## src/common/lsp_cfg.svh

```systemverilog
// Purpose: Timing counts and reset values for the lamp switch PWM output control
// Assumes: ref_clk at 20 MHz
// Notes: All cycle counts derive from the printed times and the clock rate
`ifndef LSP_CFG_SVH
`define LSP_CFG_SVH

`define LSP_CLK_HZ 20000000
`define LSP_CLK_MHZ 20
`define LSP_CLK_KHZ 20000

// PWM resolution, steps per output period
`define LSP_PWM_STEPS 256
`define LSP_PWM_MAX_HZ 1000
`define LSP_PWM_DEF_HZ 120

// Internal tick divider: default and least value (round up keeps under 1 kHz)
`define LSP_DIV_DEF_CYC (`LSP_CLK_HZ / (`LSP_PWM_DEF_HZ * `LSP_PWM_STEPS))
`define LSP_DIV_MIN_CYC ((`LSP_CLK_HZ + `LSP_PWM_MAX_HZ * `LSP_PWM_STEPS - 1) / (`LSP_PWM_MAX_HZ * `LSP_PWM_STEPS))

// Calibration pulse window on chip select
`define LSP_CAL_MIN_US 20
`define LSP_CAL_MAX_US 200
`define LSP_CAL_MIN_CYC (`LSP_CAL_MIN_US * `LSP_CLK_MHZ)
`define LSP_CAL_MAX_CYC (`LSP_CAL_MAX_US * `LSP_CLK_MHZ)

// External clock fail thresholds
`define LSP_FAIL_LO_HZ 2000
`define LSP_FAIL_HI_HZ 200000
`define LSP_FAIL_LO_CYC (`LSP_CLK_HZ / `LSP_FAIL_LO_HZ)
`define LSP_FAIL_HI_CYC (`LSP_CLK_HZ / `LSP_FAIL_HI_HZ)

// Long timers
`define LSP_TOGGLE_TMO_MS 250
`define LSP_AUTORETRY_MS 150
`define LSP_TOGGLE_TMO_CYC (`LSP_TOGGLE_TMO_MS * `LSP_CLK_KHZ)
`define LSP_AUTORETRY_CYC (`LSP_AUTORETRY_MS * `LSP_CLK_KHZ)

// Sense feedback select codes
`define LSP_SENSE_TEMP 3'h4
`define LSP_SENSE_HIZ 3'h7

// Duty code that means fully on
`define LSP_DUTY_FULL 8'hFF

`endif

```

## src/common/lsp_pkg.sv

```systemverilog
// Purpose: Types for the lamp switch PWM output control
// Assumes: Counter widths cover every count in lsp_cfg.svh
// Notes: Long counters are 24 bits
package lsp_pkg;

   typedef logic [23:0] lsp_long_t;

   typedef enum logic [1:0] {
      CAL_IDLE = 2'b01,
      CAL_MEAS = 2'b10
   } lsp_cal_t;

   typedef struct packed {
      lsp_cal_t cal;
      logic [12:0] cal_cnt;
      logic [12:0] tick_div;
      logic [12:0] div_cnt;
      logic ext_prev;
      logic ext_seen;
      lsp_long_t per_cnt;
      logic clk_fail;
      logic [7:0] pwm_cnt;
      logic [3:0] in_on;
      logic [3:0][23:0] tmo_cnt;
      logic wake;
      logic [3:0] sense_ch;
      logic sense_temp;
      logic sense_oe;
   } lsp_top_t;

   typedef struct packed {
      logic shut;
      lsp_long_t retry_cnt;
      logic out;
   } lsp_chan_t;

endpackage

```

## src/hdl/lsp_output_ctrl.sv

```systemverilog
// Purpose: Output control of a four-channel lamp switch: PWM, clock checks, wake
// Assumes: Pins arrive asynchronous to ref_clk; config bits are same-clock levels
// Notes: Tick source is the first direct input or an internal divider
`timescale 1ns/1ps
`include "lsp_cfg.svh"

// How it works
// - Flag clock fail below about 2 kHz
// - Flag clock fail above about 200 kHz
// - Fail check only when PWM on, external clock
// - Output PWM frequency never above 1 kHz
// - Calibrated oscillator PWM frequency within ten percent
// - Uncalibrated default PWM frequency about 120 Hz
// - Calibrate from chip-select low pulse, 20-200 us
// - Duty 100 percent fully on, 0 fully off
// - Direct input toggle timeout about 250 ms
// - Autoretry after shutdown every about 150 ms
// - Serial link clock at most 8 MHz
// - Sense pin shows channel current or temperature
// - Sense pin goes high impedance on command
// - Any active direct input wakes the device
// - Each direct input drives its own output
module lsp_output_ctrl #(
   parameter int unsigned TOGGLE_TMO_CYC = `LSP_TOGGLE_TMO_CYC,
   parameter int unsigned AUTORETRY_CYC = `LSP_AUTORETRY_CYC,
   parameter int unsigned FAIL_LO_CYC = `LSP_FAIL_LO_CYC
) (
   input wire logic ref_clk,
   input wire logic nrst,
   input wire logic [3:0] direct_inputs,
   input wire logic cs_n,
   input wire logic pwm_en,
   input wire logic clock_sel,
   input wire logic [3:0][7:0] duty,
   input wire logic [3:0] fault,
   input wire logic [2:0] sense_sel,
   output logic [3:0] high_side_outputs,
   output logic [3:0] retrying,
   output logic clock_fail,
   output logic wake,
   output logic [3:0] sense_ch,
   output logic sense_temp,
   output logic sense_feedback_pin_oe
);
   import lsp_pkg::*;

   localparam lsp_long_t TMO_M1 = 24'(TOGGLE_TMO_CYC - 1);
   localparam lsp_long_t LO_CYC = 24'(FAIL_LO_CYC);
   localparam lsp_long_t HI_CYC = 24'(`LSP_FAIL_HI_CYC);
   localparam logic [12:0] CAL_MIN = 13'(`LSP_CAL_MIN_CYC);
   localparam logic [12:0] CAL_MAX = 13'(`LSP_CAL_MAX_CYC);
   localparam logic [12:0] DIV_DEF = 13'(`LSP_DIV_DEF_CYC);
   localparam logic [12:0] DIV_MIN = 13'(`LSP_DIV_MIN_CYC);

   lsp_top_t s;
   lsp_top_t next_s;
   logic [1:0] rst_pipe;
   logic rst_n;
   logic [3:0] in_s;
   logic cs_s;
   logic cs_low;
   logic int_tick;
   logic ext_rise;
   logic detect;
   logic tick;
   logic pwm_mode;
   logic [3:0] hs_raw;

   if (TOGGLE_TMO_CYC < 2 || TOGGLE_TMO_CYC > 24'hFFFFFF) begin : g_chk_tmo
      $error("toggle timeout count out of range");
   end
   if (FAIL_LO_CYC <= `LSP_FAIL_HI_CYC || FAIL_LO_CYC > 24'hFFFFFF) begin : g_chk_lo
      $error("clock fail thresholds out of order");
   end
   if (`LSP_CAL_MIN_CYC < `LSP_DIV_MIN_CYC || `LSP_CAL_MAX_CYC > 8191) begin : g_chk_cal
      $error("calibration window cannot serve the tick divider");
   end

   // Reset release through two flip-flops
   always_ff @(posedge ref_clk or negedge nrst) begin
      if (!nrst) begin
         rst_pipe <= 2'b00;
      end else begin
         rst_pipe <= {rst_pipe[0], 1'b1};
      end
   end
   assign rst_n = rst_pipe[1];

   // Pin synchronisers
   lsp_sync #(.W(5)) u_sync (
      .ref_clk(ref_clk),
      .rst_n(rst_n),
      .async_in({~cs_n, direct_inputs}),
      .sync_out({cs_low, in_s})
   );

   // Chip select rides inverted, so the synchroniser's reset level reads as idle high
   assign cs_s = !cs_low;

   // Tick sources and PWM mode qualifiers
   always_comb begin
      int_tick = (s.div_cnt >= s.tick_div - 13'h0001);
      ext_rise = in_s[0] && !s.ext_prev;
      detect = pwm_en && !clock_sel;
      tick = pwm_en && (clock_sel ? int_tick : ext_rise);
      pwm_mode = pwm_en && !s.clk_fail;
   end

   // Next state of the whole block
   always_comb begin
      next_s = s;
      next_s.ext_prev = in_s[0];

      // Internal divider runs from the calibrated period
      if (int_tick) begin
         next_s.div_cnt = '0;
      end else begin
         next_s.div_cnt = s.div_cnt + 13'h0001;
      end

      // Shared PWM step counter, one period is 256 ticks
      if (tick) begin
         next_s.pwm_cnt = s.pwm_cnt + 8'h01;
      end

      // External clock period check
      if (detect) begin
         if (s.per_cnt != 24'hFFFFFF) begin
            next_s.per_cnt = s.per_cnt + 24'h000001;
         end
         if (ext_rise) begin
            next_s.per_cnt = '0;
            next_s.ext_seen = 1'b1;
            if (s.ext_seen && s.per_cnt < HI_CYC) begin
               next_s.clk_fail = 1'b1;
            end
         end
         if (s.per_cnt >= LO_CYC) begin
            next_s.clk_fail = 1'b1;
         end
      end else begin
         next_s.per_cnt = '0;
         next_s.ext_seen = 1'b0;
         next_s.clk_fail = 1'b0;
      end

      // Calibration pulse on chip select
      case (s.cal)
         CAL_IDLE: begin
            if (!cs_s) begin
               next_s.cal = CAL_MEAS;
               next_s.cal_cnt = 13'h0001;
            end
         end
         CAL_MEAS: begin
            if (!cs_s) begin
               if (s.cal_cnt != 13'h1FFF) begin
                  next_s.cal_cnt = s.cal_cnt + 13'h0001;
               end
            end else begin
               next_s.cal = CAL_IDLE;
               // Serial frames at up to 8 MHz are far shorter than the window: never calibrate
               if (s.cal_cnt >= CAL_MIN && s.cal_cnt <= CAL_MAX) begin
                  next_s.tick_div = (s.cal_cnt < DIV_MIN) ? DIV_MIN : s.cal_cnt;
               end
            end
         end
         default: begin
            next_s.cal = CAL_IDLE;
         end
      endcase

      // Direct input activity with toggle timeout
      for (int i = 0; i < 4; i++) begin
         if (in_s[i]) begin
            next_s.in_on[i] = 1'b1;
            next_s.tmo_cnt[i] = '0;
         end else if (s.in_on[i]) begin
            if (s.tmo_cnt[i] >= TMO_M1) begin
               next_s.in_on[i] = 1'b0;
               next_s.tmo_cnt[i] = '0;
            end else begin
               next_s.tmo_cnt[i] = s.tmo_cnt[i] + 24'h000001;
            end
         end
      end
      next_s.wake = |in_s || |s.in_on;

      // Sense feedback routing
      next_s.sense_ch = 4'h0;
      next_s.sense_temp = 1'b0;
      next_s.sense_oe = 1'b0;
      if (sense_sel < `LSP_SENSE_TEMP) begin
         next_s.sense_ch[sense_sel[1:0]] = 1'b1;
         next_s.sense_oe = 1'b1;
      end else if (sense_sel == `LSP_SENSE_TEMP) begin
         next_s.sense_temp = 1'b1;
         next_s.sense_oe = 1'b1;
      end
   end

   // State register; divider starts at the default rate
   always_ff @(posedge ref_clk or negedge rst_n) begin
      if (!rst_n) begin
         s <= '0;
         s.cal <= CAL_IDLE;
         s.tick_div <= DIV_DEF;
      end else begin
         s <= next_s;
      end
   end

   // Four output channels
   for (genvar g = 0; g < 4; g++) begin : g_chan
      lsp_pwm_chan #(.RETRY_CYC(AUTORETRY_CYC)) u_chan (
         .ref_clk(ref_clk),
         .rst_n(rst_n),
         .pwm_mode(pwm_mode),
         .direct_level(in_s[g]),
         .pwm_cnt(s.pwm_cnt),
         .duty(duty[g]),
         .fault(fault[g]),
         .hs_out(hs_raw[g]),
         .retrying(retrying[g])
      );
   end

   assign high_side_outputs = hs_raw;
   assign clock_fail = s.clk_fail;
   assign wake = s.wake;
   assign sense_ch = s.sense_ch;
   assign sense_temp = s.sense_temp;
   assign sense_feedback_pin_oe = s.sense_oe;

   AST_FAIL_GATED: assert property (@(posedge ref_clk) disable iff (!rst_n)
      !(pwm_en && !clock_sel) |=> !clock_fail)
      else $error("clock fail reported while detection disabled");
   AST_FAIL_HIGH: assert property (@(posedge ref_clk) disable iff (!rst_n)
      detect && ext_rise && s.ext_seen && s.per_cnt < HI_CYC |=> clock_fail)
      else $error("fast external clock not flagged");
   AST_FAIL_LOW: assert property (@(posedge ref_clk) disable iff (!rst_n)
      detect && s.per_cnt >= LO_CYC |=> clock_fail)
      else $error("slow external clock not flagged");
   AST_DIV_LIMIT: assert property (@(posedge ref_clk) disable iff (!rst_n)
      s.tick_div >= DIV_MIN)
      else $error("tick divider allows output above limit");
   AST_CAL_WINDOW: assert property (@(posedge ref_clk) disable iff (!rst_n)
      s.tick_div != $past(s.tick_div) |-> $past(s.cal_cnt) >= CAL_MIN && $past(s.cal_cnt) <= CAL_MAX)
      else $error("divider changed by pulse outside window");
   AST_TICK_RATE: assert property (@(posedge ref_clk) disable iff (!rst_n)
      int_tick |=> !int_tick [*1] ##0 s.div_cnt == 13'h0000)
      else $error("internal tick did not restart divider");
   AST_WAKE: assert property (@(posedge ref_clk) disable iff (!rst_n)
      |in_s |=> wake ##1 wake)
      else $error("active direct input did not wake");
   AST_TOGGLE_TMO: assert property (@(posedge ref_clk) disable iff (!rst_n)
      s.in_on[0] && !in_s[0] && s.tmo_cnt[0] == TMO_M1 |=> !s.in_on[0])
      else $error("toggle timeout did not expire");
   AST_SENSE_HIZ: assert property (@(posedge ref_clk) disable iff (!rst_n)
      sense_sel == `LSP_SENSE_HIZ |=> !sense_feedback_pin_oe && sense_ch == 4'h0)
      else $error("sense pin driven while high impedance commanded");
   AST_SENSE_CH: assert property (@(posedge ref_clk) disable iff (!rst_n)
      sense_sel == 3'h2 |=> sense_ch == 4'h4 && !sense_temp && sense_feedback_pin_oe)
      else $error("sense pin not routed to chosen channel");
endmodule

```

## src/hdl/lsp_pwm_chan.sv

```systemverilog
// Purpose: One high-side output: PWM compare, direct control, autoretry
// Assumes: pwm_cnt steps once per PWM tick; fault is a same-clock level
// Notes: Output stays off for the retry period after each shutdown
`timescale 1ns/1ps
`include "lsp_cfg.svh"
module lsp_pwm_chan #(
   parameter int unsigned RETRY_CYC = `LSP_AUTORETRY_CYC
) (
   input wire logic ref_clk,
   input wire logic rst_n,
   input wire logic pwm_mode,
   input wire logic direct_level,
   input wire logic [7:0] pwm_cnt,
   input wire logic [7:0] duty,
   input wire logic fault,
   output logic hs_out,
   output logic retrying
);
   import lsp_pkg::*;

   localparam lsp_long_t RETRY_M1 = 24'(RETRY_CYC - 1);

   lsp_chan_t s;
   lsp_chan_t next_s;
   logic want;

   if (RETRY_CYC < 2 || RETRY_CYC > 24'hFFFFFF) begin : g_chk
      $error("lsp_pwm_chan retry count out of range");
   end

   // Demand level, then shutdown and retry timing
   always_comb begin
      next_s = s;
      if (pwm_mode) begin
         want = (duty == `LSP_DUTY_FULL) || (pwm_cnt < duty);
      end else begin
         want = direct_level;
      end
      if (s.shut) begin
         if (s.retry_cnt >= RETRY_M1) begin
            next_s.shut = 1'b0;
            next_s.retry_cnt = '0;
         end else begin
            next_s.retry_cnt = s.retry_cnt + 24'h000001;
         end
      end
      // A fault while driving wins over the retry release
      if (fault && s.out) begin
         next_s.shut = 1'b1;
         next_s.retry_cnt = '0;
      end
      next_s.out = want && !next_s.shut && !(fault && s.out);
   end

   always_ff @(posedge ref_clk or negedge rst_n) begin
      if (!rst_n) begin
         s <= '0;
      end else begin
         s <= next_s;
      end
   end

   assign hs_out = s.out;
   assign retrying = s.shut;

   AST_FULL_ON: assert property (@(posedge ref_clk) disable iff (!rst_n)
      pwm_mode && duty == `LSP_DUTY_FULL && !next_s.shut && !fault |=> hs_out)
      else $error("full duty did not drive output on");
   AST_FULL_OFF: assert property (@(posedge ref_clk) disable iff (!rst_n)
      pwm_mode && duty == 8'h00 |=> !hs_out)
      else $error("zero duty drove output on");
   AST_DIRECT: assert property (@(posedge ref_clk) disable iff (!rst_n)
      !pwm_mode && !next_s.shut && !fault |=> hs_out == $past(direct_level))
      else $error("output did not follow direct input");
   AST_RETRY: assert property (@(posedge ref_clk) disable iff (!rst_n)
      fault && hs_out |=> !hs_out && retrying ##1 !hs_out)
      else $error("output not held off after shutdown");
endmodule

```

## src/hdl/lsp_sync.sv

```systemverilog
// Purpose: Two flip-flop synchroniser for a group of pin levels
// Assumes: Each bit is an independent level
// Notes: Only the second stage may be read by other logic
`timescale 1ns/1ps
module lsp_sync #(
   parameter int unsigned W = 1
) (
   input wire logic ref_clk,
   input wire logic rst_n,
   input wire logic [W-1:0] async_in,
   output logic [W-1:0] sync_out
);
   import lsp_pkg::*;

   logic [1:0][W-1:0] s;
   logic [1:0][W-1:0] next_s;

   if (W < 1) begin : g_chk
      $error("lsp_sync width must be at least 1");
   end

   // Shift pins through two stages
   always_comb begin
      next_s = {s[0], async_in};
   end

   always_ff @(posedge ref_clk or negedge rst_n) begin
      if (!rst_n) begin
         s <= '0;
      end else begin
         s <= next_s;
      end
   end

   assign sync_out = s[1];
endmodule

```

## config.mk

```make
export PLATFORM = sky130hd
export DESIGN_NAME = lsp_output_ctrl
export DESIGN_NICKNAME = d
export VERILOG_FILES = /design/src/common/lsp_pkg.sv /design/src/hdl/lsp_output_ctrl.sv /design/src/hdl/lsp_pwm_chan.sv /design/src/hdl/lsp_sync.sv
export VERILOG_INCLUDE_DIRS = /design/src /design/src/common
export SDC_FILE = /design/constraint.sdc
export NUM_CORES = 1
export LEC_CHECK = 0
export ABC_AREA = 0
export BUFFER_PORTS_ARGS = -buffer_cell sky130_fd_sc_hd__buf_2
export CAP_MARGIN = 15
export CORE_ASPECT_RATIO = 0.9
export CORE_MARGIN = 10
export CORE_UTILIZATION = 42
export CTS_BUF_LIST = sky130_fd_sc_hd__clkbuf_2 sky130_fd_sc_hd__clkbuf_4 sky130_fd_sc_hd__clkbuf_8
export DETAILED_ROUTE_END_ITERATION = 8
export GPL_TIMING_DRIVEN = 0
export HOLD_SLACK_MARGIN = 0.08
export PLACE_DENSITY = 0.65
export SKIP_CTS_REPAIR_TIMING = 1
export SLEW_MARGIN = 30
export SYNTH_ARGS = -nofsm -noshare
export SYNTH_HDL_FRONTEND = slang
export SYNTH_SLANG_ARGS = --single-unit
export TNS_END_PERCENT = 30
```

## constraint.sdc

```tcl
create_clock -name ref_clk -period 10.75 [get_ports ref_clk]
set_input_delay 2.15 -clock ref_clk [delete_from_list [all_inputs] [get_ports ref_clk]]
set_output_delay 2.15 -clock ref_clk [all_outputs]
set_load 0.05 [all_outputs]
```

==> run_results.csv <==
group,metric,value,unit
logic_synthesis,netlist_instances,1862,
logic_synthesis,synth-seq-cells,299,
logic_synthesis,synthesis.nets,1966,
route,dr.pass1.iters,5,
logic_synthesis,synth_top_area_cell,"dfrtp_1",
die,die_width,231,um
logic_synthesis,synth_edf_count,0,
pwr,power_frac_clock,0.444,
final_layout,fin_util,0.483,
clock_tree,cts_tree,"built",
hold_path,hp-start,"u_sync.next_s[6]",
global_route,grt_pass1_vias,13800,
final_layout,area.growth.synth_to_final,13.6,%
status,outcome,"completed",
placement,routabilityCongestion,0.855,
placement,place_inst,2463,
route,drc,0,
die,io_pins,64,
die,core_region_area,39500,um2
sta,clock_skew,17.0,ps
logic_synthesis,ys.flop_type,"dfrtp_1",
final_layout,n_antenna_cell,0,
route,wl_per_cell,16.0,um
logic_synthesis,synth_most_common_cell,"dfrtp_1",
logic_synthesis,synthArstFlopShare,1.00,
final_layout,drive_above_1_share,0.118,
logic_synthesis,synthDistinctLibCells,80,
global_route,grt_max_degree,47,
die,start_util,0.425,
final_layout,final_cell_area,19000,um2
hold_path,holdPathStages,0,
logic_synthesis,ys_seq_area_frac,0.447,
critical_path,reg2reg_setup_slack,7240,ps
pwr,p_per_area,133,nW/um2
critical_path,cp-end-kind,"output pin",
route,num_vias,14400,
final_layout,final_cells,2557,
sta,fin_crit_sh,0.336,
placement,dpl_cell_area,17900,um2
route,viasPerCell,5.62,
critical_path,critPathTopFamily,"flip-flops",
sta,hold_violations,0,
critical_path,r2r_cells,13,
placement,place_hpwl,28900,um
route,wl,40800,um
flow_run,maxCapViolCount,0,
sta,rsz0062_at_grt,"false",
pwr,internal_power,0.00187,W
placement,port_buffers,63,
pwr,p_switching,0.000654,W
critical_path,critPathMaxStageDelay,460,ps
logic_synthesis,ys_top_cells_by_area,"dfrtp_1 44%, o21ai_0 4.3%, ha_1 4.2%",
logic_synthesis,synth_commonest_cells,"293 x dfrtp_1, 159 x nand2_1, 144 x o21ai_0",
clock_tree,cts_buffers,52,
critical_path,r2r_start,"s[155]",
global_route,gr-usage-all-layers,0.167,
pwr,p_comb_frac,0.084,
die,fp.dieH,210,um
route,drtIter0Drc,1096,
hold_path,min_path_type,"flip-flop to flip-flop",
hold_path,hold_end,"u_sync.sync_out[1]",
clock_tree,cts.sinks,299,
logic_synthesis,synth_top_area_frac,0.437,
logic_synthesis,avgSynthCellArea,9.01,um2
pwr,switching_share,0.259,
critical_path,slowest_stage,"dfrtp_1",
global_route,grt_overflow,0,
sta,worst_slew_pin_slew,928,ps
critical_path,cp_max_fo,4,
sta,fin_crit,3610,ps
clock_tree,htree_num_levels,2,
critical_path,startpoint_type,"flip-flop",
critical_path,r2r-end,"s[108]",
logic_synthesis,synth_area,16800,um2
die,fp-row-count,69,
critical_path,crit_required,8600,ps
clock_tree,clockBufferDepth,3,
pwr,p_seq_frac,0.472,
pwr,ir_drop,87.5,uV
global_route,grt_antenna_before_repair,0,
sta,layout_setup_ws,7140,ps
sta,clock.fmax,277,MHz
sta,drv_slew,0,
die,die_area,48300,um2
clock_tree,cts-root-buf,"clkbuf_8",
clock_tree,cts.reportedPaths.clkPinSlew,60,ps
clock_tree,worst_skew_pair.late_latency,600,ps
sta,slew_headroom,0.377,
critical_path,path_class,"flip-flop to output pin",
critical_path,worstPathCellList,"buf_4, buf_2",
sta,setup_viol,0,
critical_path,cp_num_buf_inv,2,
critical_path,arrival,1460,ps
placement,pre_cts_ws,6880,ps
global_route,grt_pass1_wl,69000,um
pwr,leakagePower,8.65,nW
final_layout,fill_cells,3732,
route,final_antenna_net_count,0,
pwr,power,0.00253,W
final_layout,layout.nets,2089,
logic_synthesis,ys_warn_count,0,
layer usage:
metal / track usage / up-vias / routed length (um)
met5: 0 / - / 0
met4: 0.0503 / 0 / 872
met3: 0.0286 / 73 / 2320
met2: 0.248 / 382 / 17600
met1: 0.244 / 6875 / 20000
li1: - / 7049 / -
area by class of cell:
cell class              count  area [um2]  share of cell area
multi-input cells        1395        8560               0.450
plain buffers              85         408              0.0214
flip-flops and latches    299        7490               0.394
clock inverters            13        95.1             0.00499
inverters                  83         312              0.0164
repair buffers             69         465              0.0244
well taps                 532         666              0.0350
clock buffers              81        1040              0.0546
flip-flops by register name (all words and copies together), names as in the netlist:
signal,count
wake,1
sense_temp,1
sense_ch,4
g_chan.u_chan.retrying,4
rst_pipe,2
g_chan.u_chan.hs_out,4
g_chan.u_chan.s,96
clock_fail,1
sense_feedback_pin_oe,1
u_sync.sync_out,5
u_sync.next_s,5
s,175
cell families after synthesis:
logic type                 after synthesis  share of synthesized area
AOI/OAI and AO/OA                      469                      0.176
xor gates and xnor gates                54                     0.0282
adders and majority gates               56                     0.0418
buffers and inverters                  168                     0.0429
DFF                                    299                      0.447
muxes                                   39                     0.0242
other                                    1                   0.000224
and+or+nand+nor                        776                      0.240
metrics by stage:
stage	TNS, ps	hold WS [ps]
2_1_floorplan	0	331
3_3_place_gp	-524300	333
3_5_place_dp	0	336
4_1_cts	0	349
5_1_grt	0	356
6_report	0	347
power by group through the flow:
stage                     logic (W)  registers [W]  clock network, W
after floorplan            0.000132        0.00121                 0
after global placement     0.000179        0.00123                 0
after detailed placement   0.000213        0.00121                 0
after CTS                  0.000215        0.00119           0.00116
after global routing       0.000241        0.00120           0.00121
final                      0.000212        0.00119           0.00112
cells in the final DEF (no fill, tap or decap), types with 6 or more instances in the layout:
cell type	n
and2_1	34
a31oi_1	38
ha_1	56
a211oi_1	12
nand2_1	159
nand3b_1	6
o21ai_1	14
nor2b_1	18
and3_1	59
buf_2	80
clkbuf_4	12
inv_1	83
nand4_1	62
nand2b_1	17
nor2_1	143
or3_1	34
a21oi_1	109
nor4_1	25
a21o_1	35
o31ai_1	11
nor3b_1	10
xor2_1	34
mux2i_1	27
o21a_1	11
nand3_1	114
dfrtp_1	292
clkbuf_1	51
o2111ai_1	6
clkinv_2	10
buf_4	12
clkbuf_8	69
or2_2	9
o21ai_0	144
mux2_2	12
and4_1	14
dfstp_2	6
a211o_1	11
a22o_1	30
nor3_1	46
xnor2_1	20
worst max-delay path by stage:
stage,end,cells after the start,start
after detailed placement,g_chan[2].u_chan.s[10],7,fault[2]
final,high_side_outputs[1],2,g_chan[1].u_chan.hs_out
after global placement,g_chan[2].u_chan.s[20],0,rst_pipe[1]
after CTS,high_side_outputs[1],2,g_chan[1].u_chan.hs_out
after floorplan,clock_fail,0,rst_pipe[1]
after global routing,s[108],13,s[155]
Note: power is estimated with default switching activity, not from simulation.
